`src/wsc_map.svh`:
```
// Operation
// - enable runs comparator; mode values 0-2
// - mode 0: mask and times only
// - mode 1: special dates also switch
// - mode 2: special dates never switch
// - special date handling overrides weekday mask
// - modes 1/2 need loaded table, else error
// - 7-bit weekday mask, Sunday weight 1
// - times are hour*100+minute, 0-2359
// - time 10000 disables that comparison
// - on after off: hold through midnight
// - bad mode, mask or time: error
// - load stores up to 20 entries
// - entries are month*100+day, 101-1231
// - bad entry raises error
// - weekday 0 Sunday to 6 Saturday
`ifndef WSC_MAP_SVH
`define WSC_MAP_SVH

// ****************************************
// register offsets
// ****************************************
`define WSC_OFF_CTRL    8'h00
`define WSC_OFF_MASK    8'h04
`define WSC_OFF_ON      8'h08
`define WSC_OFF_OFF     8'h0c
`define WSC_OFF_TCNT    8'h10
`define WSC_OFF_STAT    8'h14
`define WSC_OFF_IMSK    8'h18
`define WSC_OFF_TBL     8'h40

// ****************************************
// fields
// ****************************************
`define WSC_CTRL_EN     0
`define WSC_CTRL_LOAD   1
`define WSC_CTRL_MODE   2
`define WSC_ST_ERR      0
`define WSC_ST_ON       1
`define WSC_ST_OFF      2
`define WSC_ST_OUT      8
`define WSC_ST_LOADED   9
`define WSC_EV_W        3

// ****************************************
// limits
// ****************************************
`define WSC_TIME_OFF    14'h2710
`define WSC_TIME_MAX    14'h937
`define WSC_MIN_MAX     14'h3b
`define WSC_MASK_MAX    8'h7f
`define WSC_MONTH_MAX   11'hc
`define WSC_DAY_MAX     11'h1f
`define WSC_TBL_DEPTH   20
`define WSC_IDX_W       5
`define WSC_WD_SAT      3'h6

`endif

```
`src/wsc_pkg.sv`:
```
package wsc_pkg;
	typedef logic [31:0] wsc_word_t;
	typedef logic [13:0] wsc_time_t;
	typedef logic [10:0] wsc_date_t;
	typedef enum logic [1:0] {MODE_NORMAL, MODE_ADD, MODE_SKIP, MODE_BAD} wsc_mode_t;
endpackage

```
`src/wsc_tbl_if.sv`:
```
`timescale 1ns/1ps
`include "wsc_map.svh"
interface wsc_tbl_if;
	logic                      wr_en;
	logic [`WSC_IDX_W-1:0]     wr_idx;
	wsc_pkg::wsc_date_t        wr_data;
	logic                      load;
	logic [`WSC_IDX_W-1:0]     count;
	logic [`WSC_IDX_W-1:0]     rd_idx;
	wsc_pkg::wsc_date_t        rd_data;
	wsc_pkg::wsc_date_t        look_date;
	logic                      hit;
	logic                      bad;
	logic                      loaded;
	modport owner (output wr_en, wr_idx, wr_data, load, count, rd_idx, look_date,
		input rd_data, hit, bad, loaded);
	modport keeper (input wr_en, wr_idx, wr_data, load, count, rd_idx, look_date,
		output rd_data, hit, bad, loaded);
endinterface

```
`src/wsc_time_cmp.sv`:
```
`timescale 1ns/1ps
`include "wsc_map.svh"
module wsc_time_cmp (
	input  wire wsc_pkg::wsc_time_t preset,
	input  wire wsc_pkg::wsc_time_t cur_code,
	output logic                    hit,
	output logic                    bad
);
	import wsc_pkg::*;

	logic off;
	logic [13:0] minute;

	always_comb begin
		off    = (preset == `WSC_TIME_OFF);
		minute = preset % 14'h64;
		hit    = !off && (preset == cur_code);
		bad    = !off && ((preset > `WSC_TIME_MAX) || (minute > `WSC_MIN_MAX));
	end
endmodule // wsc_time_cmp

```
`src/wsc_day_table.sv`:
```
`timescale 1ns/1ps
`include "wsc_map.svh"
module wsc_day_table #(
	parameter int DEPTH = `WSC_TBL_DEPTH
) (
	input  wire logic  pclk,
	input  wire logic  presetn,
	wsc_tbl_if.keeper  tb
);
	import wsc_pkg::*;

	wsc_date_t             stage_q [DEPTH];
	wsc_date_t             stage_d [DEPTH];
	wsc_date_t             act_q   [DEPTH];
	wsc_date_t             act_d   [DEPTH];
	logic [`WSC_IDX_W-1:0] n_q;
	logic [`WSC_IDX_W-1:0] n_d;
	logic                  loaded_q;
	logic                  loaded_d;
	logic [DEPTH-1:0]      hit_v;
	logic [DEPTH-1:0]      bad_v;

	function automatic logic date_ok(input wsc_date_t d);
		wsc_date_t m;
		wsc_date_t dd;
		m  = d / 11'h64;
		dd = d % 11'h64;
		return (m != 11'h0) && (m <= `WSC_MONTH_MAX) && (dd != 11'h0) && (dd <= `WSC_DAY_MAX);
	endfunction

	// ****************************************
	// per entry match and range check
	// ****************************************
	for (genvar i = 0; i < DEPTH; i++) begin : g_ent
		assign hit_v[i] = (i < int'(n_q)) && (act_q[i] == tb.look_date);
		assign bad_v[i] = (i < int'(tb.count)) && !date_ok(stage_q[i]);
	end

	always_comb begin
		stage_d  = stage_q;
		act_d    = act_q;
		n_d      = n_q;
		loaded_d = loaded_q;
		if (tb.wr_en && (int'(tb.wr_idx) < DEPTH)) begin
			stage_d[tb.wr_idx] = tb.wr_data;
		end
		if (tb.load) begin
			act_d    = stage_q;
			n_d      = (int'(tb.count) > DEPTH) ? `WSC_IDX_W'(DEPTH) : tb.count;
			loaded_d = 1'b1;
		end
	end

	always_ff @(posedge pclk or negedge presetn) begin
		if (!presetn) begin
			for (int i = 0; i < DEPTH; i++) begin
				stage_q[i] <= '0;
				act_q[i]   <= '0;
			end
			n_q      <= '0;
			loaded_q <= 1'b0;
		end else begin
			stage_q  <= stage_d;
			act_q    <= act_d;
			n_q      <= n_d;
			loaded_q <= loaded_d;
		end
	end

	assign tb.hit     = |hit_v;
	assign tb.loaded  = loaded_q;
	assign tb.bad     = tb.load && ((|bad_v) || (int'(tb.count) > DEPTH));
	assign tb.rd_data = (int'(tb.rd_idx) < DEPTH) ? stage_q[tb.rd_idx] : '0;
endmodule // wsc_day_table

```
`src/wsc_top.sv`:
```
`timescale 1ns/1ps
`include "wsc_map.svh"
module wsc_top (
	input  wire logic              pclk,
	input  wire logic              presetn,
	input  wire logic              psel,
	input  wire logic              penable,
	input  wire logic              pwrite,
	input  wire logic [7:0]        paddr,
	input  wire wsc_pkg::wsc_word_t pwdata,
	output wsc_pkg::wsc_word_t     prdata,
	output logic                   pready,
	output logic                   pslverr,
	input  wire logic [2:0]        cal_weekday,
	input  wire logic [3:0]        cal_month,
	input  wire logic [4:0]        cal_day,
	input  wire logic [4:0]        cal_hour,
	input  wire logic [5:0]        cal_minute,
	output logic                   schedule_output,
	output logic                   error_indicator,
	output logic                   irq
);
	import wsc_pkg::*;

	// ****************************************
	// register state
	// ****************************************
	logic                  en_q;
	logic                  en_d;
	wsc_mode_t             mode_q;
	wsc_mode_t             mode_d;
	logic [7:0]            mask_q;
	logic [7:0]            mask_d;
	wsc_time_t             on_q;
	wsc_time_t             on_d;
	wsc_time_t             off_q;
	wsc_time_t             off_d;
	logic [`WSC_IDX_W-1:0] cnt_q;
	logic [`WSC_IDX_W-1:0] cnt_d;
	logic [`WSC_EV_W-1:0]  stat_q;
	logic [`WSC_EV_W-1:0]  stat_d;
	logic [`WSC_EV_W-1:0]  imsk_q;
	logic [`WSC_EV_W-1:0]  imsk_d;
	wsc_word_t             prdata_q;
	wsc_word_t             prdata_d;

	// ****************************************
	// schedule state
	// ****************************************
	logic                  out_q;
	logic                  out_d;
	logic                  on_hit_q;
	logic                  off_hit_q;
	logic                  day_ok_q;
	logic                  prev_ok_q;
	logic                  prev_ok_d;
	wsc_time_t             last_code_q;

	logic                  setup;
	logic                  wr;
	logic                  in_tbl;
	logic                  mapped;
	logic [7:0]            tbl_off;
	logic [`WSC_IDX_W-1:0] tidx;
	logic                  load;
	wsc_word_t             rdata;
	wsc_time_t             cur_code;
	logic                  on_hit;
	logic                  off_hit;
	logic                  on_bad;
	logic                  off_bad;
	logic                  mask_bit;
	logic                  day_ok;
	logic                  overnight;
	logic                  off_ok;
	logic                  rollover;
	logic                  mode_err;
	logic                  mask_err;
	logic                  time_err;
	logic                  tbl_err;
	logic                  cfg_err;
	logic                  run;
	logic                  on_fire;
	logic                  off_fire;
	logic [`WSC_EV_W-1:0]  ev;

	wsc_tbl_if tbl ();

	wsc_day_table #(.DEPTH(`WSC_TBL_DEPTH)) u_table (
		.pclk    (pclk),
		.presetn (presetn),
		.tb      (tbl.keeper)
	);

	wsc_time_cmp u_on (
		.preset   (on_q),
		.cur_code (cur_code),
		.hit      (on_hit),
		.bad      (on_bad)
	);

	wsc_time_cmp u_off (
		.preset   (off_q),
		.cur_code (cur_code),
		.hit      (off_hit),
		.bad      (off_bad)
	);

	// ****************************************
	// apb decode
	// ****************************************
	always_comb begin
		tbl_off = paddr - `WSC_OFF_TBL;
		tidx    = `WSC_IDX_W'(tbl_off >> 2);
		// whole offset checked so high addresses cannot alias entries
		in_tbl  = (paddr >= `WSC_OFF_TBL) && ((tbl_off >> 2) < 8'(`WSC_TBL_DEPTH));
		mapped  = (paddr[1:0] == 2'b00) && (in_tbl
			|| (paddr == `WSC_OFF_CTRL) || (paddr == `WSC_OFF_MASK)
			|| (paddr == `WSC_OFF_ON) || (paddr == `WSC_OFF_OFF)
			|| (paddr == `WSC_OFF_TCNT) || (paddr == `WSC_OFF_STAT)
			|| (paddr == `WSC_OFF_IMSK));
		setup   = psel && !penable;
		wr      = psel && penable && pwrite && mapped;
		load    = wr && (paddr == `WSC_OFF_CTRL) && pwdata[`WSC_CTRL_LOAD];
	end

	assign tbl.wr_en     = wr && in_tbl;
	assign tbl.wr_idx    = tidx;
	assign tbl.wr_data   = pwdata[10:0];
	assign tbl.load      = load;
	assign tbl.count     = cnt_q;
	assign tbl.rd_idx    = tidx;
	assign tbl.look_date = 11'(cal_month) * 11'd100 + 11'(cal_day);

	// ****************************************
	// read mux
	// ****************************************
	always_comb begin
		rdata = '0;
		if (in_tbl) begin
			rdata[10:0] = tbl.rd_data;
		end else begin
			case (paddr)
				`WSC_OFF_CTRL: begin
					rdata[`WSC_CTRL_EN]            = en_q;
					rdata[`WSC_CTRL_MODE+:2]       = mode_q;
				end
				`WSC_OFF_MASK: rdata[7:0]               = mask_q;
				`WSC_OFF_ON:   rdata[13:0]              = on_q;
				`WSC_OFF_OFF:  rdata[13:0]              = off_q;
				`WSC_OFF_TCNT: rdata[`WSC_IDX_W-1:0]    = cnt_q;
				`WSC_OFF_STAT: begin
					rdata[`WSC_EV_W-1:0]           = stat_q;
					rdata[`WSC_ST_OUT]             = out_q;
					rdata[`WSC_ST_LOADED]          = tbl.loaded;
				end
				`WSC_OFF_IMSK: rdata[`WSC_EV_W-1:0]     = imsk_q;
				default:       rdata                    = '0;
			endcase
		end
	end

	// ****************************************
	// register writes
	// ****************************************
	always_comb begin
		en_d     = en_q;
		mode_d   = mode_q;
		mask_d   = mask_q;
		on_d     = on_q;
		off_d    = off_q;
		cnt_d    = cnt_q;
		imsk_d   = imsk_q;
		prdata_d = setup ? rdata : prdata_q;
		stat_d   = stat_q | ev;
		if (wr) begin
			case (paddr)
				`WSC_OFF_CTRL: begin
					en_d   = pwdata[`WSC_CTRL_EN];
					mode_d = wsc_mode_t'(pwdata[`WSC_CTRL_MODE+:2]);
				end
				`WSC_OFF_MASK: mask_d = pwdata[7:0];
				`WSC_OFF_ON:   on_d   = pwdata[13:0];
				`WSC_OFF_OFF:  off_d  = pwdata[13:0];
				`WSC_OFF_TCNT: cnt_d  = pwdata[`WSC_IDX_W-1:0];
				`WSC_OFF_STAT: stat_d = (stat_q & ~pwdata[`WSC_EV_W-1:0]) | ev;
				`WSC_OFF_IMSK: imsk_d = pwdata[`WSC_EV_W-1:0];
				default:       stat_d = stat_q | ev;
			endcase
		end
	end

	always_ff @(posedge pclk or negedge presetn) begin
		if (!presetn) begin
			en_q     <= 1'b0;
			mode_q   <= MODE_NORMAL;
			mask_q   <= '0;
			on_q     <= `WSC_TIME_OFF;
			off_q    <= `WSC_TIME_OFF;
			cnt_q    <= '0;
			stat_q   <= '0;
			imsk_q   <= '0;
			prdata_q <= '0;
		end else begin
			en_q     <= en_d;
			mode_q   <= mode_d;
			mask_q   <= mask_d;
			on_q     <= on_d;
			off_q    <= off_d;
			cnt_q    <= cnt_d;
			stat_q   <= stat_d;
			imsk_q   <= imsk_d;
			prdata_q <= prdata_d;
		end
	end

	// ****************************************
	// schedule compare
	// ****************************************
	always_comb begin
		cur_code = 14'(cal_hour) * 14'd100 + 14'(cal_minute);
		mask_bit = mask_q[cal_weekday];
		case (mode_q)
			MODE_NORMAL: day_ok = mask_bit;
			MODE_ADD:    day_ok = mask_bit || tbl.hit;
			MODE_SKIP:   day_ok = mask_bit && !tbl.hit;
			default:     day_ok = 1'b0;
		endcase
		// on later than off: off belongs to the day the on fired
		overnight = (on_q > off_q) && (on_q != `WSC_TIME_OFF);
		// date rolled over: keep yesterday's selection
		rollover  = (cur_code < last_code_q);
		prev_ok_d = rollover ? day_ok_q : prev_ok_q;
		// off at midnight meets the rollover in the same cycle
		off_ok    = overnight ? prev_ok_d : day_ok;
		mode_err  = (mode_q == MODE_BAD);
		mask_err  = (mask_q > `WSC_MASK_MAX);
		time_err  = on_bad || off_bad;
		tbl_err   = (mode_q != MODE_NORMAL) && !tbl.loaded;
		cfg_err   = mode_err || mask_err || time_err || tbl_err;
		run       = en_q && !cfg_err;
		on_fire   = run && on_hit && !on_hit_q && day_ok;
		off_fire  = run && off_hit && !off_hit_q && off_ok;
		out_d     = out_q;
		if (off_fire) begin
			out_d = 1'b0;
		end else if (on_fire) begin
			out_d = 1'b1;
		end
		ev = '0;
		ev[`WSC_ST_ERR] = (en_q && cfg_err) || tbl.bad;
		ev[`WSC_ST_ON]  = on_fire;
		ev[`WSC_ST_OFF] = off_fire;
	end

	always_ff @(posedge pclk or negedge presetn) begin
		if (!presetn) begin
			out_q       <= 1'b0;
			on_hit_q    <= 1'b0;
			off_hit_q   <= 1'b0;
			day_ok_q    <= 1'b0;
			prev_ok_q   <= 1'b0;
			last_code_q <= '0;
		end else begin
			out_q       <= out_d;
			on_hit_q    <= on_hit;
			off_hit_q   <= off_hit;
			day_ok_q    <= day_ok;
			prev_ok_q   <= prev_ok_d;
			last_code_q <= cur_code;
		end
	end

	// ****************************************
	// outputs
	// ****************************************
	assign prdata          = prdata_q;
	assign pready          = 1'b1;
	assign pslverr         = psel && penable && !mapped;
	assign schedule_output = out_q;
	assign error_indicator = stat_q[`WSC_ST_ERR];
	assign irq             = |(stat_q & imsk_q);
endmodule // wsc_top

```
`config.mk`:
```
export PLATFORM = sky130hd
export DESIGN_NAME = wsc_top
export DESIGN_NICKNAME = d
export VERILOG_FILES = /design/src/wsc_pkg.sv /design/src/wsc_tbl_if.sv /design/src/wsc_time_cmp.sv /design/src/wsc_day_table.sv /design/src/wsc_top.sv
export VERILOG_INCLUDE_DIRS = /design/src
export SDC_FILE = /design/constraint.sdc
export NUM_CORES = 2
export LEC_CHECK = 0
export BUFFER_PORTS_ARGS = -buffer_cell sky130_fd_sc_hd__buf_4
export CAP_MARGIN = 5
export CORE_MARGIN = 1
export CORE_UTILIZATION = 55
export DETAILED_ROUTE_END_ITERATION = 8
export GPL_TIMING_DRIVEN = 0
export MAX_ROUTING_LAYER = met4
export PLACE_DENSITY = 0.69
export SETUP_SLACK_MARGIN = 0.1
export SYNTH_ARGS = -nofsm -noshare
export SYNTH_HDL_FRONTEND = slang
export SYNTH_SLANG_ARGS = --single-unit
```
`constraint.sdc`:
```
create_clock -name pclk -period 5.6 [get_ports pclk]
set_input_delay 0.56 -clock pclk [delete_from_list [all_inputs] [get_ports pclk]]
set_output_delay 0.56 -clock pclk [all_outputs]
set_load 0.05 [all_outputs]
```
# Word level (Yosys, flattened, before mapping)

Index checks and enable logic that the tools add are counted.

Logic and storage cells: 492
Output and inout port bits: 37
Flip-flop bits (word level): 546

Divide/modulo/power cells: 42
Add/subtract/negate cells: 3
Multiply operators: 2
Bitwise operators: 6
Equal/unequal tests: 34
Order comparisons: 94
Muxes and demuxes: 27
Reduce and logical (&&, ||, !) cells: 227

Operators by type and width:

| cell                                                             | number |
|---|---|
| nonzero test 11 bit                                              | 40 |
| bitwise mux 220 bit                                              | 1 |
| divider 11 x 7 -> 11 bit (second input constant)                 | 20 |
| == test 11 bit                                                   | 20 |
| less-or-equal comparator 11 x 4 -> 1 bit (second input constant) | 20 |
| less-or-equal comparator 11 x 5 -> 1 bit (second input constant) | 20 |
| modulo 11 x 7 -> 11 bit (second input constant)                  | 20 |
| logical AND 1 bit                                                | 128 |
| less-than comparator 4 x 5 -> 1 bit (first input constant)       | 16 |
| binary-select mux 11 bit (select 5 bit)                          | 1 |
| demux 11 bit (select 5 bit)                                      | 1 |
| two-way mux 11 bit                                               | 5 |
| less-than comparator 3 x 5 -> 1 bit (first input constant)       | 8 |
| less-than comparator 5 bit (first input constant)                | 8 |
| OR reduction 20 bit                                              | 2 |
| logical NOT 1 bit                                                | 29 |
| == test 14 x 13 -> 1 bit                                         | 2 |
| == test 14 bit (second input constant)                           | 2 |
| > comparator 14 x 12 -> 1 bit (second input constant)            | 2 |
| > comparator 14 x 6 -> 1 bit (second input constant)             | 2 |
| modulo 14 x 7 -> 14 bit (second input constant)                  | 2 |
| == test 8 x 5 -> 1 bit (second input constant)                   | 3 |
| less-than comparator 1 x 5 -> 1 bit (first input constant)       | 4 |
| less-than comparator 2 x 5 -> 1 bit (first input constant)       | 4 |
| 42 further kinds                                                 | 75 |

# Logic depth before layout (Yosys ltp)

Word-level depth: 19
Mapped depth: 23
Depth with buffers taken out: 22

# Modules after synthesis

A second synthesis with hierarchy kept.

Cell total of the unflattened synthesis: 5320
Area total of the unflattened synthesis: 46839.9 µm²

By module, submodules not included:

| module        | instances | sequential area each (µm²) | cells each | area an instance (µm²) |
|---|---|---|---|---|
| wsc_day_table | 1         | 11160.7                    | 4342       | 38059.0 |
| wsc_top       | 1         | 2064.5                     | 526        | 5597.9 |
| wsc_time_cmp  | 2         | 0.0                        | 226        | 1591.5 |

# Worst setup path after synthesis

No wires, ideal clock.

Path kind: input -> register
Start point: input cal_month[0]
End point: register stat_q[2]
Stages: 23
Required time: 5.482 ns
Slack: 0.183 ns
Library setup time: 0.118 ns
Arrival: 5.299 ns
Path buffers: 1
Cell sequence: ha_1 -> ha_1 -> inv_1 -> fa_1 -> xnor2_1 -> or3b_2 -> nor2_1 -> xnor2_1 -> buf_1 -> xnor2_1 -> nand2_1 -> or4_1 -> o211a_1 -> nor2_1 -> o21ai_0 -> o21ba_2 -> o2111ai_1 -> nor3_1 -> a311oi_1 -> o21ai_0 -> o311a_1 -> and4_1 -> a21o_1

Word-level cells in the longest chain between the ends: 13
Elaborated cells on any way between the ends: 53

RTL lines:

| element                             | line                                           | RTL |
|---|---|---|
| start, declared                     | wsc_top.sv:15                                  | `input wire logic [3:0] cal_month,` |
| multiplier 4 x 5 -> 9 bit (*)       | wsc_top.sv:133                                 | `assign tbl.look_date = 11'(cal_month) * 11'd100 + 11'(cal_day);` |
| adder 11 x 5 -> 11 bit (*)          | wsc_top.sv:133                                 |  |
| == test 11 bit                      | wsc_day_table.sv:35                            | `assign hit_v[i] = (i < int'(n_q)) && (act_q[i] == tb.look_date);` |
| logical AND 1 bit                   | wsc_day_table.sv:35                            |  |
| OR reduction 20 bit (*)             | wsc_day_table.sv:70                            | `assign tb.hit = \|hit_v;` |
| logical NOT 1 bit                   | wsc_top.sv:226                                 | `MODE_SKIP: day_ok = mask_bit && !tbl.hit;` |
| logical AND 1 bit                   | wsc_top.sv:226                                 |  |
| case mux 1 bit (3 select lines) (*) | wsc_top.sv:223                                 | `case (mode_q)` |
| two-way mux 1 bit (*)               | wsc_top.sv:235                                 | `off_ok = overnight ? prev_ok_d : day_ok;` |
| logical AND 1 bit (*)               | wsc_top.sv:243                                 | `off_fire = run && off_hit && !off_hit_q && off_ok;` |
| OR 3 bit (on tied branches)         | wsc_top.sv:175, wsc_top.sv:188, wsc_top.sv:186 |  |
| two-way mux 3 bit                   | -                                              |  |
| two-way mux 3 bit (*)               | wsc_top.sv:176                                 | `if (wr) begin` |
| net stat_d[2]                       | wsc_top.sv:41                                  | `` logic [`WSC_EV_W-1:0] stat_d; `` |
| end signal, assigned                | wsc_top.sv:211                                 | `stat_q <= stat_d;` |
| end, declared                       | wsc_top.sv:40                                  | `` logic [`WSC_EV_W-1:0] stat_q; `` |

The timed path passes the listed nets; every way through them passes the cells marked *.
A chain may end at the register's enable or synchronous reset.

# Final worst setup path

Start point: register u_table.stage_q[216] in the netlist's numbering
End point: register stat_q[0]

Word-level cells in the longest chain between the ends: 14
Elaborated cells on any way between the ends: 19

RTL lines:

| element                                                                                          | line                                           | RTL |
|---|---|---|
| start, declared                                                                                  | wsc_day_table.sv:12                            | `wsc_date_t stage_q [DEPTH];` |
| start signal, assigned                                                                           | wsc_day_table.sv:63                            | `stage_q <= stage_d;` |
| divider 11 x 7 -> 11 bit                                                                         | wsc_day_table.sv:26                            | `m = d / 11'h64;` |
| less-or-equal comparator 11 x 4 -> 1 bit (no source line) or nonzero test 11 bit (tied branches) | -                                              |  |
| logical AND 1 bit (2 in series)                                                                  | wsc_day_table.sv:28                            | `` return (m != 11'h0) && (m <= `WSC_MONTH_MAX) && (dd != 11'h0) && (dd <= `WSC_DAY_MAX); `` |
| logical AND 1 bit (*)                                                                            | wsc_day_table.sv:28                            |  |
| logical NOT 1 bit (*)                                                                            | wsc_day_table.sv:36                            | `assign bad_v[i] = (i < int'(tb.count)) && !date_ok(stage_q[i]);` |
| logical AND 1 bit (*)                                                                            | wsc_day_table.sv:36                            |  |
| OR reduction 20 bit (*)                                                                          | wsc_day_table.sv:72                            | `assign tb.bad = tb.load && ((\|bad_v) \|\| (int'(tb.count) > DEPTH));` |
| logical OR 1 bit (*)                                                                             | wsc_day_table.sv:72                            |  |
| logical AND 1 bit (*)                                                                            | wsc_day_table.sv:72                            |  |
| logical OR 1 bit (*)                                                                             | wsc_top.sv:251                                 | `` ev[`WSC_ST_ERR] = (en_q && cfg_err) \|\| tbl.bad; `` |
| OR 3 bit (on tied branches)                                                                      | wsc_top.sv:175, wsc_top.sv:188, wsc_top.sv:186 |  |
| two-way mux 3 bit                                                                                | -                                              |  |
| two-way mux 3 bit (*)                                                                            | wsc_top.sv:176                                 |  |
| net stat_d[0]                                                                                    | wsc_top.sv:41                                  |  |

Marked as above.

==> impl_metrics.csv <==
group,metric,value,unit
floorplan,ios,105,
cells_and_area,areaGrowthSynthToFinish,13.60,%
sta,finalSetupViolCount,0,
sta,final.setup_skew,0.02286,ns
sta,fin_crit_sh,0.9935,
synth,ys_types,113,
synth,ys_ff_latch,528,
synth,syn_inst,5332,
synth,synth_warnings,0,
global_route,antenna_found_initial,13,
setup_path,cp-end-kind,"flop",
sta,clock.fmax,0.1797,GHz
routing,dr.pass1.iters,8,
global_route,grt_pass1_vias,40900,
floorplan,die_h,288.8,um
clock_network,path_clk_slew,0.06,ns
routing,ant_nets,0,
clock_network,cts_tree,"done",
synth,yosysTopAreaCellShare,0.2865,
power_and_ir_drop,power.density,191.3,mW/mm2
place,io_buffers,64,
global_route,grt_use_total,0.4050,
synth,synth_area,0.04524,mm2
cells_and_area,drive_above_1_share,0.1914,
cells_and_area,nNetsFinal,5674,
synth,synth_top_area_cell,"dfrtp_1",
routing,vias,45390,
floorplan,rows,104,
sta,hold_slack,0.08786,ns
setup_path,endpoint,"stat_q[0]",
place,dp_hpwl,123.3,mm
setup_path,cp-start-kind,"flop",
synth,synth_area_leaders,"dfrtp_1 29%, mux2_2 9.2%, o21ai_0 4.5%",
sta,relSlewSlack,0.01217,
sta,maxSlewViolCount,0,
clock_network,ctsRootBufferMaster,"clkbuf_16",
setup_path,path_class,"reg2reg",
clock_network,cts_buffer_depth,3,
global_route,grt_overflow_total,0,
place,place_ws,-2.214,ns
synth,postSynth.asyncResetShare,1.000,
floorplan,dieWidth,288.8,um
synth,synth_flop_cell,"dfrtp_1",
routing,routed_via_density,6.817,
routing,finalWirelength,168.7,mm
setup_path,cp_data_arrival_time,6.08,ns
routing,drcViolationCount,0,
setup_path,crit_fanout,10,
power_and_ir_drop,leakagePower,22.04,nW
synth,synthTopCellsByCount,"532 x nand2_1, 518 x dfrtp_1, 406 x o21ai_0",
sta,hold_viol,0,
job,cap_violations,0,
synth,syn_area_per_cell,8.485,um2
global_route,grt_first_pass_wirelength,251.6,mm
clock_network,clock_latency,0.65,ns
floorplan,core,0.08094,mm2
power_and_ir_drop,ir_drop,0.2465,mV
global_route,grt_max_degree,122,
clock_network,cts_sinks,528,
clock_network,h-tree-depth,2,
sta,fin_ws,0.03625,ns
floorplan,die_area,0.08341,mm2
clock_network,cts_buffers,60,
floorplan,initial_core_util,0.5589,
cells_and_area,fillCellCount,7018,
sta,tightest_slew,1.482,ns
setup_path,rr_endpoint,"stat_q[0]",
power_and_ir_drop,finalPower,9.830,mW
setup_path,required,6.12,ns
setup_path,r2r_cells,19,
routing,wire_per_inst,25.34,um
setup_path,reg2reg_from,"u_table.stage_q[216]",
setup_path,reg2reg_slack,0.04,ns
synth,synth.most_common_cell,"nand2_1",
sta,fin_crit,5.564,ns
outcome,status,"finished clean",
routing,drt_iter0_drc,5302,
synth,ys_seq_area_frac,0.2923,
sta,rsz0062_at_grt,"yes",
setup_path,startpoint,"u_table.stage_q[216]",
worst_hold_path,min_path_type,"in2reg",
synth,synth_edf_count,0,
place,gp_congestion,1.037,
## state kept, by name, summed over array words and instances, names as in the netlist, 2 cells and up
| register | count |
|---|---|
| on_q | 14 |
| last_code_q | 13 |
| u_table.stage_q | 220 |
| u_table.n_q | 5 |
| imsk_q | 3 |
| off_q | 14 |
| stat_q | 3 |
| u_table.act_q | 220 |
| mask_q | 8 |
| prdata | 14 |
| cnt_q | 5 |
| mode_q | 2 |
## how the worst min path moves through the flow
stage / start / to / slack (ns) / depth (start not counted)
CTS: cal_minute[1] / last_code_q[1] / 0.09 / 1
finish: cal_minute[0] / last_code_q[0] / 0.09 / 1
global placement: prdata[5] / prdata[5] / 0.48 / 2
floorplan: presetn / cnt_q[0] / 0.26 / 0
detailed placement: prdata[8] / prdata[8] / 0.47 / 2
global route: cal_minute[0] / last_code_q[0] / 0.09 / 1
## per-stage QoR
step,TNS [ns],utilization,instance area (um2),instances
after global placement,-948.78,0.5821,47110,6473
after CTS,0,0.6216,50310,6615
final,0,0.6349,51390,6658
after global routing,-0.1978,0.6349,51390,6657
after floorplan,0,-,45300,5349
after detailed placement,-20.84,0.5849,47340,6485
## power breakdown
part	internal (mW)	switching (mW)	leakage [nW]	total [mW]
clock network	2.50	1.75	1.02	4.25
registers	3.85	0.0203	6.91	3.87
logic	0.590	1.12	14.1	1.71
## layout by cell type (no fill, tap or decap), types with 52 or more instances in the layout
cell type  instances
nand3_1          119
o21ai_0          393
inv_1            146
a31oi_1           55
o211ai_1          58
clkbuf_1         289
a21o_1            61
ha_1              62
dfrtp_1          516
a21oi_1          230
nand2_1          530
buf_4            143
xor2_1           121
xnor2_1          217
mux2i_1           53
mux2_2           370
clkbuf_16         60
nor3_1           157
nand2b_1          60
or2_2             52
nand4_1           54
mux4_2            67
nor2_1           349
## repair_timing
action	CTS	global route
cloned	0	2
buffers inserted	19	37
setup endpoints to repair	5	48
hold endpoints to repair	61	0
pin swaps	16	40
resized for setup	175	224
hold buffers	1	0
## worst max-delay path, stage by stage, from the launching register on
cell	delay (ns)
dfrtp_1	0.38
clkbuf_1	0.26
nor3_1	0.37
o32ai_1	0.16
a221o_1	0.44
o211ai_1	0.37
a21oi_1	0.12
maj3_1	0.46
mux2i_1	0.40
o211a_1	0.27
nor2_1	0.06
xor2_1	0.16
o311a_1	0.35
o211ai_1	0.16
o21ai_0	0.13
o31ai_1	0.46
nand4_1	0.15
a211oi_1	0.22
nor4bb_4	0.41
o2bb2ai_1	0.12
## cell families after synthesis
kind of cell,after synthesis,share of synthesized area
simple gates,1704,0.1843
compound gates,1574,0.2399
buf+inv,584,0.05161
flops,528,0.2923
mux,498,0.1390
xor+xnor,343,0.06640
fa+ha+maj,99,0.02622
other cells,2,0.0001660
## layer usage
metal | GRT usage | vias to the layer above | routed length (um) | part of all wire
li1 | - | 20240 | - | -
met1 | 0.5272 | 22320 | 67570 | 0.40
met2 | 0.6041 | 2365 | 75110 | 0.45
met3 | 0.07717 | 463 | 16790 | 0.10
met4 | 0.1964 | 0 | 9269 | 0.055
met5 | - | - | 0 | 0
## final cells by class
type | count | area [um2] | share of cell area
diodes | 9 | 22.52 | 0.0004382
clock inverters | 22 | 309.0 | 0.006014
multi-input cells | 4237 | 31020 | 0.6035
clock buffers | 89 | 1770 | 0.03445
inverters | 152 | 578.1 | 0.01125
flip-flops and latches | 528 | 13230 | 0.2574
repair buffers | 138 | 1204 | 0.02342
well taps | 1060 | 1326 | 0.02581
plain buffers | 423 | 1937 | 0.03769
Power figures use the tool's default switching activity.
